--- config.mk ---
export PLATFORM = sky130hd
export DESIGN_NAME = voltage_detect_control
export DESIGN_NICKNAME = d
export VERILOG_FILES = /design/src/vdet_pkg.sv /design/src/voltage_detect_control.sv
export VERILOG_INCLUDE_DIRS = /design/src /design/src/src
export SDC_FILE = /design/constraint.sdc
export NUM_CORES = 1
export LEC_CHECK = 0
export CAP_MARGIN = 10
export CORE_MARGIN = 2
export CORE_UTILIZATION = 58
export CTS_CLUSTER_DIAMETER = 60
export CTS_CLUSTER_SIZE = 24
export DETAILED_ROUTE_END_ITERATION = 7
export DONT_BUFFER_PORTS = 1
export PLACE_DENSITY = 0.82
export SYNTH_ARGS = -nofsm -noshare
export SYNTH_HDL_FRONTEND = slang
export SYNTH_SLANG_ARGS = --single-unit
--- constraint.sdc ---
create_clock -name i_core_clk -period 1.1 [get_ports i_core_clk]
set_input_delay 0.055 -clock i_core_clk [delete_from_list [all_inputs] [get_ports i_core_clk]]
set_output_delay 0.055 -clock i_core_clk [all_outputs]
set_load 0.01 [all_outputs]
--- src/vdet_cfg.svh ---
// Purpose: Constants for the voltage detect control block
// Assumes: 16-bit register port, word-indexed offsets
// Notes: Offsets are register indices on the plain port
// Behaviour
// RULE_01: Unit runs only while detect_enable set
// RULE_02: idle_halt suspends unit during Idle mode
// RULE_03: trip_direction picks rising or falling trip
// RULE_04: bandgap_stable_flag shows band gap stable
// RULE_05: No event while reference not stable
// RULE_06: Code 1111 external input, else trip 1-15
// RULE_07: Unimplemented control bits read as zero
// RULE_08: Crossing sets voltage_event_flag, status bit 8
// RULE_09: Sync comparison, one set per crossing, sticky
`ifndef VDET_CFG_SVH
`define VDET_CFG_SVH
`define VDET_ADDR_W 4
`define VDET_OFS_CTRL 4'h0
`define VDET_OFS_STATUS 4'h1
`define VDET_OFS_CLEAR 4'h2
`define VDET_OFS_IRQ_EN 4'h3
`define VDET_BIT_EN 15
`define VDET_BIT_IDLE 13
`define VDET_BIT_DIR 7
`define VDET_BIT_BGST 6
`define VDET_BIT_REFST 5
`define VDET_BIT_EVT 8
`define VDET_CTRL_WMASK 16'hA08F
`define VDET_CTRL_RST 16'h0000
`define VDET_EXT_CODE 4'hF
`endif

--- src/vdet_pkg.sv ---
// Purpose: Types for the voltage detect control block
// Assumes: Constants live in vdet_cfg.svh
// Notes: None
package vdet_pkg;
   typedef logic [15:0] reg16_t;
   typedef enum logic [1:0] {ST_OFF, ST_ARMED, ST_TRIPPED} det_state_t;
endpackage

--- src/voltage_detect_control.sv ---
// Purpose: Control, status and event logic of the voltage detect unit
// Assumes: Analog comparator outside; its result arrives asynchronously
// Notes: Event flag sticky until cleared; set wins over clear
`timescale 1ns/10ps
`include "vdet_cfg.svh"
module voltage_detect_control
   import vdet_pkg::*;
(
   // Clock, reset, enable
   input wire logic i_core_clk,
   input wire logic i_rstn,
   input wire logic i_ce,
   // Register port
   input wire logic [`VDET_ADDR_W-1:0] i_addr,
   input wire logic [15:0] i_wdata,
   input wire logic i_wr,
   input wire logic i_rd,
   output logic [15:0] o_rdata,
   // Chip state and analog side
   input wire logic i_idle_mode,
   input wire logic i_bandgap_ok,
   input wire logic i_ref_ok,
   input wire logic i_above_trip,
   output logic o_unit_on,
   output logic o_ext_sense_sel,
   output logic [3:0] o_trip_point,
   // Interrupt
   output logic o_voltage_event_flag,
   output logic o_irq
);
   reg16_t ctrl_q;
   reg16_t ctrl_d;
   logic [15:0] rdata_q;
   logic [15:0] rdata_d;
   logic evt_q;
   logic evt_d;
   logic irq_en_q;
   logic [1:0] bg_s_q;
   logic [1:0] ref_s_q;
   logic [1:0] cmp_s_q;
   det_state_t state_q;
   det_state_t state_d;
   wire wr_ctrl = i_wr && (i_addr == `VDET_OFS_CTRL);
   wire wr_clr = i_wr && (i_addr == `VDET_OFS_CLEAR);
   wire wr_en = i_wr && (i_addr == `VDET_OFS_IRQ_EN);
   wire bg_stable = bg_s_q[1];
   wire ref_stable = ref_s_q[1];
   wire cmp_sync = cmp_s_q[1];
   wire dir_up = ctrl_q[`VDET_BIT_DIR];
   wire run = ctrl_q[`VDET_BIT_EN] && !(ctrl_q[`VDET_BIT_IDLE] && i_idle_mode); // RULE_01 RULE_02
   wire tripped = dir_up ? cmp_sync : !cmp_sync; // RULE_03
   wire qualify = run && ref_stable; // RULE_05
   logic set_evt;
   reg16_t status_v;
   reg16_t ctrl_rd;

   assign o_unit_on = run;
   assign o_ext_sense_sel = (ctrl_q[3:0] == `VDET_EXT_CODE); // RULE_06
   assign o_trip_point = 4'hF - ctrl_q[3:0]; // RULE_06
   assign o_voltage_event_flag = evt_q;
   assign o_irq = evt_q && irq_en_q;
   assign o_rdata = rdata_q;

   // Live status flags merged into the control word
   always_comb begin
      ctrl_rd = ctrl_q & `VDET_CTRL_WMASK; // RULE_07
      ctrl_rd[`VDET_BIT_BGST] = bg_stable; // RULE_04
      ctrl_rd[`VDET_BIT_REFST] = ref_stable; // RULE_05
      status_v = 16'h0000;
      status_v[`VDET_BIT_EVT] = evt_q; // RULE_08
   end

   // Read mux
   always_comb begin
      rdata_d = 16'h0000;
      if (i_rd) begin
         case (i_addr)
            `VDET_OFS_CTRL: rdata_d = ctrl_rd;
            `VDET_OFS_STATUS: rdata_d = status_v;
            `VDET_OFS_IRQ_EN: rdata_d = {15'h0000, irq_en_q};
            default: rdata_d = 16'h0000;
         endcase
      end
   end

   // Crossing detector: one set per qualifying crossing
   always_comb begin
      state_d = state_q;
      set_evt = 1'b0;
      case (state_q)
         ST_OFF: begin
            if (qualify) begin
               state_d = tripped ? ST_TRIPPED : ST_ARMED;
               set_evt = tripped; // RULE_09
            end
         end
         ST_ARMED: begin
            if (!qualify) begin
               state_d = ST_OFF;
            end else if (tripped) begin
               state_d = ST_TRIPPED;
               set_evt = 1'b1; // RULE_08
            end
         end
         ST_TRIPPED: begin
            if (!qualify) begin
               state_d = ST_OFF;
            end else if (!tripped) begin
               state_d = ST_ARMED;
            end
         end
         default: state_d = ST_OFF;
      endcase
   end

   always_comb begin
      ctrl_d = wr_ctrl ? (i_wdata & `VDET_CTRL_WMASK) : ctrl_q;
      evt_d = set_evt ? 1'b1 : (wr_clr && i_wdata[`VDET_BIT_EVT]) ? 1'b0 : evt_q; // RULE_09
   end

   always_ff @(posedge i_core_clk or negedge i_rstn) begin
      if (!i_rstn) begin
         bg_s_q <= 2'h0;
         ref_s_q <= 2'h0;
         cmp_s_q <= 2'h0;
      end else if (i_ce) begin
         bg_s_q <= {bg_s_q[0], i_bandgap_ok};
         ref_s_q <= {ref_s_q[0], i_ref_ok};
         cmp_s_q <= {cmp_s_q[0], i_above_trip}; // RULE_09
      end
   end

   always_ff @(posedge i_core_clk or negedge i_rstn) begin
      if (!i_rstn) begin
         ctrl_q <= `VDET_CTRL_RST;
         evt_q <= 1'b0;
         irq_en_q <= 1'b0;
         state_q <= ST_OFF;
         rdata_q <= 16'h0000;
      end else if (i_ce) begin
         ctrl_q <= ctrl_d;
         evt_q <= evt_d;
         if (wr_en) begin
            irq_en_q <= i_wdata[`VDET_BIT_EVT];
         end
         state_q <= state_d;
         rdata_q <= rdata_d;
      end
   end
endmodule

**Word-level counts from Yosys, hierarchy flattened**

Cells that the tools add are included.

- Flip-flop bits (word level): 33
- Input port bits: 29
- Output and inout port bits: 24

- Add/sub/neg operators: 1
- Equality and inequality tests: 9
- Multiplexer cells: 16
- Reductions and logical operators: 17

Operator list:

| cell | number |
|---|---|
| one-hot mux 16 bit (3 select lines) | 1 |
| 2-to-1 mux 16 bit | 1 |
| 2-to-1 mux 2 bit | 6 |
| equality test 4 x 2 -> 1 bit, second input constant | 2 |
| logical AND 1 bit | 8 |
| 2-to-1 mux 1 bit | 6 |
| != test 3 bit, second input constant | 2 |
| one-hot mux 2 bit (3 select lines) | 1 |
| AND reduction 2 bit | 3 |
| equality test 4 x 1 -> 1 bit, second input constant | 1 |
| equality test 4 bit, second input constant | 1 |
| zero test 4 bit | 1 |
| AND reduction 4 bit | 1 |
| subtractor 4 bit, first input constant | 1 |
| equality test 2 x 1 -> 1 bit, second input constant | 1 |
| equality test 2 bit, second input constant | 1 |
| zero test 1 bit | 2 |
| zero test 2 bit | 1 |
| != test 2 bit, second input constant | 1 |
| one-hot mux 1 bit (2 select lines) | 1 |
| nonzero test 2 bit | 1 |

**Logic depth before layout (Yosys ltp)**

Gate-level depths: netlist of the first run.

- Depth after elaboration: 8
- Mapped depth: 4
- Mapped depth without buffers: 3

**Worst setup path after synthesis of the first run**

OpenSTA, ideal clock, no wires.

- Path type: register to register
- From: reg ctrl_q[13]
- To: reg state_q[0]
- Setup time: 0.095 ns
- Arrival: 0.918 ns
- Data required time: 1.005 ns
- Slack: 0.087 ns
- Cell stages (with the launch flop): 4
- Clock period less this slack: 1.013 ns
- Cell sequence: dfrtp_1 > a21boi_2 > nand3_1 > o31ai_1

- Longest elaborated chain between the ends: 6
- Elaborated cells on any way between the ends: 11
- Those cells by class: eq/ne: 3; mux: 3; reduce/logical: 5

Ends and longest elaborated chain:

| what | line | source |
|---|---|---|
| start, declared | voltage_detect_control.sv:31 | `reg16_t ctrl_q;` |
| start signal, assigned | voltage_detect_control.sv:135 | `` ctrl_q <= `VDET_CTRL_RST; `` |
| start signal, assigned | voltage_detect_control.sv:141 | `ctrl_q <= ctrl_d;` |
| logical AND 1 bit (*) | voltage_detect_control.sv:50 | `` wire run = ctrl_q[`VDET_BIT_EN] && !(ctrl_q[`VDET_BIT_IDLE] && i_idle_mode); `` |
| zero test 1 bit (*) | voltage_detect_control.sv:50 |  |
| logical AND 1 bit (*) | voltage_detect_control.sv:50 |  |
| net o_unit_on | voltage_detect_control.sv:24 | `output logic o_unit_on,` |
| logical AND 1 bit (*) | voltage_detect_control.sv:52 | `wire qualify = run && ref_stable;` |
| != test 3 bit (no line), or another cell as far along | n/a |  |
| AND reduction 4 bit (no line) / one-hot mux 2 bit (3 select lines) (equally long branches) | n/a |  |
| end signal, assigned | voltage_detect_control.sv:146 | `state_q <= state_d;` |
| end, declared | voltage_detect_control.sv:41 | `det_state_t state_q;` |

Mark *: on every way through the listed nets, which the timed path passes. The rest lies on a longest branch.
A chain may end at the register's enable or synchronous reset.

**Final worst setup path of the first run**

- From: reg ctrl_q[2]
- To: out o_ext_sense_sel

- Longest elaborated chain between the ends: 1

Ends and longest elaborated chain:

| what | line | source |
|---|---|---|
| equality test 4 bit (no line) | n/a |  |
| end, declared | voltage_detect_control.sv:25 | `output logic o_ext_sense_sel,` |

No other way between the ends.

==> flow_metrics.tcl, run 1 <==
set metrics [dict create \
    status "complete, but fails checks" \
    violations "negative setup slack" \
    gp_congestion 0.742 \
    cts.sinks 27 \
    grt_max_degree 28 \
    p_sw_share_pct 28.3 \
    synthCells 89 \
    setup_viol_count_final 2 \
    grt_usage_pct 22.9 \
    multi_input_area_um2 500 \
    seq_area_um2 676 \
    n_antenna_cell 0 \
    min_to "o_rdata[0]" \
    vias 818 \
    power_mw 2.23 \
    grt_pass1_wl_um 4140 \
    pre_cts_ws_ns 0.0602 \
    root_buffer "clkbuf_4" \
    synth.area.mux_share_pct 15.7 \
    max-clock-path-buffers 2 \
    cp.arrival_ns 1.25 \
    synth-seq-cells 27 \
    ir_worst_vdd_mv 1.23 \
    grt_pass1_vias 830 \
    critPathLaunchType "register" \
    p_seq_share_pct 53.9 \
    setup_ws_ns -0.206 \
    p_leak_nw 0.743 \
    rsz0062_at_grt "true" \
    routed_wl_um 2570 \
    cts_tree "yes" \
    layout_commonest_cell "dfrtp_1" \
    fin_crit_ns 1.31 \
    cts_max_level 1 \
    die_y_um 49.4 \
    core_um2 1960 \
    clock_latency_ns 0.32 \
    finalCritPeriodShare_pct 119 \
    rr_endpoint "o_voltage_event_flag" \
    cts_buffers 3 \
    final_cell_mix "dfrtp_1 (27), dlygate4sd3_1 (16), a22o_1 (9), buf_4 (9), mux2_4 (8)" \
    vias_per_cell 5.68 \
    area_delta_synth_final_pct 27.6 \
    port_buffers 0 \
    place_inst 116 \
    fin_area_um2 1530 \
    placed_area_um2 1220 \
    io_pins 53 \
    cap_violations 0 \
    fillers 125 \
    p_comb_share_pct 26.8 \
    max_freq_mhz 766 \
    final_cell_count_no_fill 144 \
    clockPowerShare_pct 19.2 \
    hold_viol 0 \
    drc 0 \
    synth_top_family_by_area "multiplexers" \
    hpwl_um 1570 \
    r2r_setup_slack_ns 0.06 \
    reg2reg_depth 3 \
    synth_compound_area_share_pct 10.8 \
    first_pass_iters 4 \
    start_util_pct 60.9 \
    ys_types 26 \
    die_w_um 49.4 \
    postLayoutCoreUtil_pct 77.7 \
    end_kind "output port" \
    rows 16 \
    critPathKind "reg -> out" \
    critPathMaxFanout 2 \
    dieArea_um2 2440 \
    slew_violations 0 \
    syn_area_um2 1190 \
    synth_warnings 0 \
    synthSimpleGateAreaFrac_pct 9.21 \
    synthAdderAreaFrac_pct 0 \
    path_clk_slew_ns 0.14 \
    grt_overflow 0 \
    power.switching_mw 0.631 \
    finalClockSkew_ns 0.000522 \
    synthXorXnorAreaFrac_pct 0.733 \
    pwr_density_cell_nw_per_um2 1460 \
    avgSynthCellArea_um2 13.4 \
    wl_per_cell_um 17.9 \
    antenna_found_initial 0 \
    fin_nets 147 \
    required_ns 1.04 \
    drtIter0Drc 8 \
    synth-seq-area-share_pct 56.5 \
    worstReg2RegStart "ctrl_q[7]" \
    drive_gt1_share_pct 33.3 \
    internal_power_mw 1.60 \
    drtAntennaViolNets 0 \
    min-delay-start "i_addr[2]" \
    hold_class "in -> reg" \
    hold_depth 4 \
]
==> power by group through the flow <==
stage	clock network [mW]	logic (mW)	registers (mW)
2_1_floorplan	0	0.272	1.21
4_1_cts	0.434	0.521	1.18
3_3_place_gp	0	0.330	1.21
5_1_grt	0.475	0.641	1.22
6_report	0.429	0.598	1.20
3_5_place_dp	0	0.341	1.22
==> repair_timing <==
action | CTS | global route
hold buffers | 17 | 0
endpoints found under the setup margin | 3 | 5
resized for setup | 2 | 9
pin swaps | 2 | 3
setup buffers | 6 | 1
hold endpoints to repair | 45 | 0
==> cells by family after synthesis <==
kind of cell           count (synthesis)
AO/OA/AOI/OAI                         15
XOR/XNOR                               1
buffers and inverters                 14
flip-flops                            27
multiplexers                          14
other                                  1
AND/OR/NAND/NOR                       17
==> layer usage <==
metal | share of wire [%] | track usage, %
met1 | 42 | 29.2
met2 | 51 | 38.5
met3 | 6.1 | 6.13
met4 | 0.97 | 6.48
met5 | 0 | 0
==> metrics by stage <==
stage	hold WS (ns)	TNS (ns)
2_1_floorplan	-0.241	0
3_3_place_gp	-0.240	0
3_5_place_dp	-0.240	0
5_1_grt	0.0512	-0.355
4_1_cts	0.0367	-0.222
6_report	0.0530	-0.230
==> cells in the mapped netlist <==
master | instances | area, um^2
nand4b_1 | 1 | 8.76
and4bb_2 | 1 | 12.5
mux2_2 | 6 | 67.6
dfrtp_1 | 27 | 676
nand2_4 | 1 | 11.3
a21boi_2 | 1 | 11.3
nor3b_1 | 1 | 7.51
a21oi_1 | 1 | 5.00
and2_1 | 1 | 6.26
nand3_1 | 2 | 10.0
conb_1 | 1 | 3.75
mux2_4 | 8 | 120
nand4_1 | 1 | 6.26
buf_4 | 7 | 52.6
nor2_1 | 1 | 3.75
and4b_1 | 1 | 10.0
nand2_1 | 4 | 15.0
inv_1 | 5 | 18.8
a22o_1 | 9 | 78.8
clkbuf_1 | 1 | 3.75
o31ai_1 | 1 | 7.51
and3_1 | 2 | 12.5
xnor2_1 | 1 | 8.76
buf_2 | 1 | 5.00
nor4_1 | 1 | 6.26
o2bb2ai_1 | 3 | 26.3
==> worst max-delay path by stage <==
stage	cells past startpoint	startpoint	endpoint	slack, ns
after detailed placement	3	ctrl_q[13]	state_q[0]	0.06
after CTS	3	ctrl_q[0]	o_ext_sense_sel	-0.16
after global placement	3	ctrl_q[15]	state_q[0]	0.09
after global routing	3	ctrl_q[2]	o_ext_sense_sel	-0.25
after floorplan	3	ctrl_q[13]	state_q[0]	0.09
final	3	ctrl_q[2]	o_ext_sense_sel	-0.21
==> cell type report <==
type                       instances  area share [%]
tap                               27            2.21
timing repair buffer              28            17.7
multi-input combinational         53            32.8
sequential                        27            44.3
inverter                           5            1.23
clock buffer                       4            1.72
==> state kept, by name, indices dropped and copies added (netlist names) <==
name	cells
ctrl_q	7
cmp_s_q	2
state_q	2
ref_s_q	2
irq_en_q	1
bg_s_q	2
o_rdata	10
o_voltage_event_flag	1
==> worst max-delay path, stage by stage, from the launching register on <==
cell and delay (ns):
dfrtp_1 0.40, inv_2 0.08, nor4_4 0.28, buf_4 0.16
Power figures use the tool's default switching activity.
==> run 2, diff against run 1 <==
==> constraint.sdc (replaced) <==
create_clock -name i_core_clk -period 1.1 [get_ports i_core_clk]
set_input_delay 0.055 -clock i_core_clk [delete_from_list [all_inputs] [get_ports i_core_clk]]
set_output_delay 0.055 -clock i_core_clk [all_outputs]
set_load 0.005 [all_outputs]
==> flow_metrics.tcl, run 2 (same netlist as run 1, synthesis figures left out) <==
set metrics [dict create \
    status "complete, but fails checks" \
    violations "negative setup slack" \
    die_w_um 49.4 \
    drive_gt1_share_pct 32.5 \
    critPathMaxFanout 2 \
    grt_overflow 0 \
    n_antenna_cell 0 \
    grt_pass1_wl_um 3880 \
    cp.arrival_ns 1.14 \
    cts_max_level 1 \
    dieArea_um2 2440 \
    final_cell_mix "dfrtp_1 (27), dlygate4sd3_1 (16), a22o_1 (9)" \
    final_cell_count_no_fill 141 \
    area_delta_synth_final_pct 25.5 \
    io_pins 53 \
    drtAntennaViolNets 0 \
    hold_viol 0 \
    fin_area_um2 1500 \
    clock_latency_ns 0.33 \
    rows 16 \
    finalCritPeriodShare_pct 108 \
    power_mw 2.14 \
    setup_viol_count_final 2 \
    antenna_found_initial 0 \
    pwr_density_cell_nw_per_um2 1420 \
    first_pass_iters 6 \
    vias 794 \
    hpwl_um 1460 \
    whs_ns 0.0325 \
    rsz0062_at_grt "true" \
    die_y_um 49.4 \
    fin_nets 144 \
    path_clk_slew_ns 0.15 \
    gp_congestion 0.733 \
    cts_tree "yes" \
    cap_violations 0 \
    grt_pass1_vias 798 \
    critPathKind "reg -> out" \
    start_util_pct 60.9 \
    grt_usage_pct 21.1 \
    max_freq_mhz 840 \
    drc 0 \
    fin_crit_ns 1.19 \
    core_um2 1960 \
    placed_area_um2 1200 \
    routed_wl_um 2540 \
    p_leak_nw 0.723 \
    ir_worst_vdd_mv 0.995 \
    root_buffer "clkbuf_4" \
    slew_violations 0 \
    wl_per_cell_um 18.0 \
    required_ns 1.04 \
    max-clock-path-buffers 2 \
    drtIter0Drc 11 \
    setup_ws_ns -0.0905 \
    tns_ns -0.126 \
    grt_max_degree 28 \
    hold_class "in -> reg" \
    layout_commonest_cell "dfrtp_1" \
    port_buffers 0 \
    largest_reg_flops 10 \
    critPathLaunchType "register" \
    vias_per_cell 5.63 \
    place_inst 114 \
    cts.sinks 27 \
    end_kind "output port" \
    finalClockSkew_ns 0.00771 \
    cts_buffers 3 \
]
run 2: cell types whose count changed in the layout (fill, tap and decap cells not counted):
cell        before  now
buf_6            2    1
buf_4            9    7
inv_1            3    2
clkbuf_1         1    0
and2_1           0    1
clkinvlp_4       0    1
and2_4           1    0
inv_2            2    3
run 2: metrics by stage:
| stage | setup slack, ns | utilization, % |
|---|---|---|
| after floorplan | 0.141 | - |
| after global routing | -0.133 | 76.5 |
| final | -0.0905 | 76.5 |
| after global placement | 0.0861 | 61.2 |
| after CTS | -0.0567 | 73.4 |
| after detailed placement | 0.0632 | 61.2 |
run 2: worst max-delay path: stages, from the launching register on:
cell and delay (ns):
dfrtp_1 0.40, inv_2 0.08, nor4_4 0.33
run 2: timing repair:
item	4_1_cts	5_1_grt
endpoints found under the setup margin	2	4
hold endpoints to repair	45	0
pin swaps	1	1
hold buffers	17	0
buffers inserted	3	3
resized for setup	1	9
run 2: power breakdown:
group | switching [mW] | leakage [nW] | internal [mW]
registers | 0.109 | 0.351 | 1.11
logic | 0.196 | 0.358 | 0.283
clock network | 0.302 | 0.0139 | 0.139
run 2: final timing paths:
kind | start | to | slack (ns) | cells after the start
min in group asynchronous | i_rstn | ctrl_q[13] | 0.14 | 2
min | i_ce | o_rdata[8] | 0.03 | 2
max in group asynchronous | i_rstn | ref_s_q[1] | 0.81 | 2
max | ctrl_q[3] | o_ext_sense_sel | -0.09 | 2
max reg2reg | ctrl_q[15] | state_q[0] | 0.07 | 3
min reg2reg | state_q[1] | o_voltage_event_flag | 0.49 | 1
run 2: cell type report:
type,count,area [um^2]
Inverter,5,18.8
Timing Repair Buffer,25,244
Multi-Input combinational cell,53,498
Sequential cell,27,676
Clock buffer,3,22.5
Fill cell,126,462
Tap cell,27,33.8
Clock inverter,1,7.51
run 2: metal layers:
metal,vias up,GRT usage (%),wire [um]
met5,-,0,0
li1,354,-,-
met2,37,36.7,1320
met1,399,26.0,1030
met3,4,5.52,148
met4,0,5.56,45
==> run 3, diff against run 2 <==
==> constraint.sdc (replaced) <==
create_clock -name i_core_clk -period 1.2 [get_ports i_core_clk]
set_input_delay 0.06 -clock i_core_clk [delete_from_list [all_inputs] [get_ports i_core_clk]]
set_output_delay 0.06 -clock i_core_clk [all_outputs]
set_load 0.005 [all_outputs]
==> flow_metrics.tcl, run 3 (same netlist as run 1, synthesis figures left out) <==
set metrics [dict create \
    status "complete, no violations" \
    min_to "o_rdata[8]" \
    die_y_um 49.4 \
    wl_per_cell_um 17.3 \
    cts_max_level 1 \
    seq_area_um2 676 \
    hold_depth 2 \
    rows 16 \
    area_delta_synth_final_pct 22.5 \
    tns_ns 0 \
    final_cell_count_no_fill 140 \
    hpwl_um 1490 \
    setup_ws_ns 0.0324 \
    whs_ns 0.0440 \
    grt_usage_pct 22.0 \
    slew_violations 0 \
    multi_input_area_um2 473 \
    largest_reg_flops 10 \
    cap_violations 0 \
    path_clk_slew_ns 0.13 \
    required_ns 1.14 \
    placed_area_um2 1190 \
    routed_wl_um 2420 \
    finalCritPeriodShare_pct 97.3 \
    cts_buffers 3 \
    cp.arrival_ns 1.11 \
    finalClockSkew_ns 0.00192 \
    fin_crit_ns 1.17 \
    vias_per_cell 5.69 \
    p_seq_share_pct 58.7 \
    critPathLaunchType "register" \
    drc 0 \
    min-delay-start "i_ce" \
    port_buffers 0 \
    p_comb_share_pct 21.1 \
    drtAntennaViolNets 0 \
    vias 796 \
    gp_congestion 0.744 \
    dieArea_um2 2440 \
    n_antenna_cell 0 \
    drtIter0Drc 9 \
    clockPowerShare_pct 20.2 \
    critPathKind "reg -> out" \
    rsz0062_at_grt "true" \
    internal_power_mw 1.37 \
    p_sw_share_pct 27.3 \
    start_util_pct 60.9 \
    clock_latency_ns 0.32 \
    pwr_density_cell_nw_per_um2 1280 \
    grt_max_degree 28 \
    hold_viol 0 \
    grt_overflow 0 \
    power.switching_mw 0.513 \
    critPathMaxFanout 2 \
    first_pass_iters 4 \
    io_pins 53 \
    fillers 125 \
    place_inst 113 \
    p_leak_nw 0.710 \
    root_buffer "clkbuf_4" \
    r2r_setup_slack_ns 0.11 \
    ir_worst_vdd_mv 1.17 \
    worstReg2RegStart "ctrl_q[13]" \
    end_kind "output port" \
    final_cell_mix "dfrtp_1 (27), dlygate4sd3_1 (17), a22o_1 (9)" \
    max_freq_mhz 856 \
    pre_cts_ws_ns 0.133 \
    max-clock-path-buffers 2 \
    postLayoutCoreUtil_pct 74.6 \
    rr_endpoint "state_q[0]" \
    hold_class "in -> reg" \
    setup_viol_count_final 0 \
    layout_commonest_cell "dfrtp_1" \
    power_mw 1.88 \
    cts.sinks 27 \
    reg2reg_depth 3 \
    antenna_found_initial 0 \
    fin_area_um2 1460 \
    cts_tree "yes" \
    fin_nets 143 \
    die_w_um 49.4 \
    grt_pass1_vias 821 \
    grt_pass1_wl_um 3950 \
    drive_gt1_share_pct 26.5 \
    core_um2 1960 \
]
## run 3: repair_timing
item / CTS / global route
resized for setup: 1 / 2
hold endpoints to repair: 45 / 1
cloned: 0 / 0
pin swaps: 0 / 1
setup buffers: 0 / 5
hold buffers: 18 / 1
endpoints found under the setup margin: 1 / 2
## run 3: final cells by class
cell class	count	share of cell area [%]
clock buffers	3	1.54
clock inverters	1	0.342
inverters	5	1.28
multi-input cells	53	32.3
flip-flops and latches	27	46.2
well taps	27	2.31
repair buffers	24	16.1
## run 3: critical path, stage by stage (launching register included)
cell and delay (ns):
dfrtp_1 0.38, inv_1 0.10, nor4_4 0.31
## run 3: power groups by stage
stage	Sequential, mW	Combinational, mW	Clock [mW]
final	1.10	0.397	0.380
after global routing	1.12	0.430	0.432
after CTS	1.11	0.318	0.399
after detailed placement	1.13	0.237	0
after global placement	1.12	0.227	0
after floorplan	1.10	0.228	0
## run 3: metal layers
| metal | global-route usage [%] | wire (um) |
|---|---|---|
| met1 | 27.5 | 1000 |
| met2 | 35.8 | 1220 |
| met3 | 8.28 | 168 |
| met4 | 6.48 | 26 |
| met5 | 0 | 0 |
## run 3: how the worst max path moves through the flow
stage / cells after the start / end / slack (ns) / start
6_report: 2 / o_ext_sense_sel / 0.03 / ctrl_q[2]
5_1_grt: 2 / o_ext_sense_sel / -0.03 / ctrl_q[0]
4_1_cts: 2 / o_ext_sense_sel / 0.02 / ctrl_q[3]
3_5_place_dp: 3 / state_q[0] / 0.13 / ctrl_q[13]
3_3_place_gp: 3 / state_q[0] / 0.15 / ctrl_q[15]
2_1_floorplan: 3 / state_q[0] / 0.24 / ctrl_q[13]
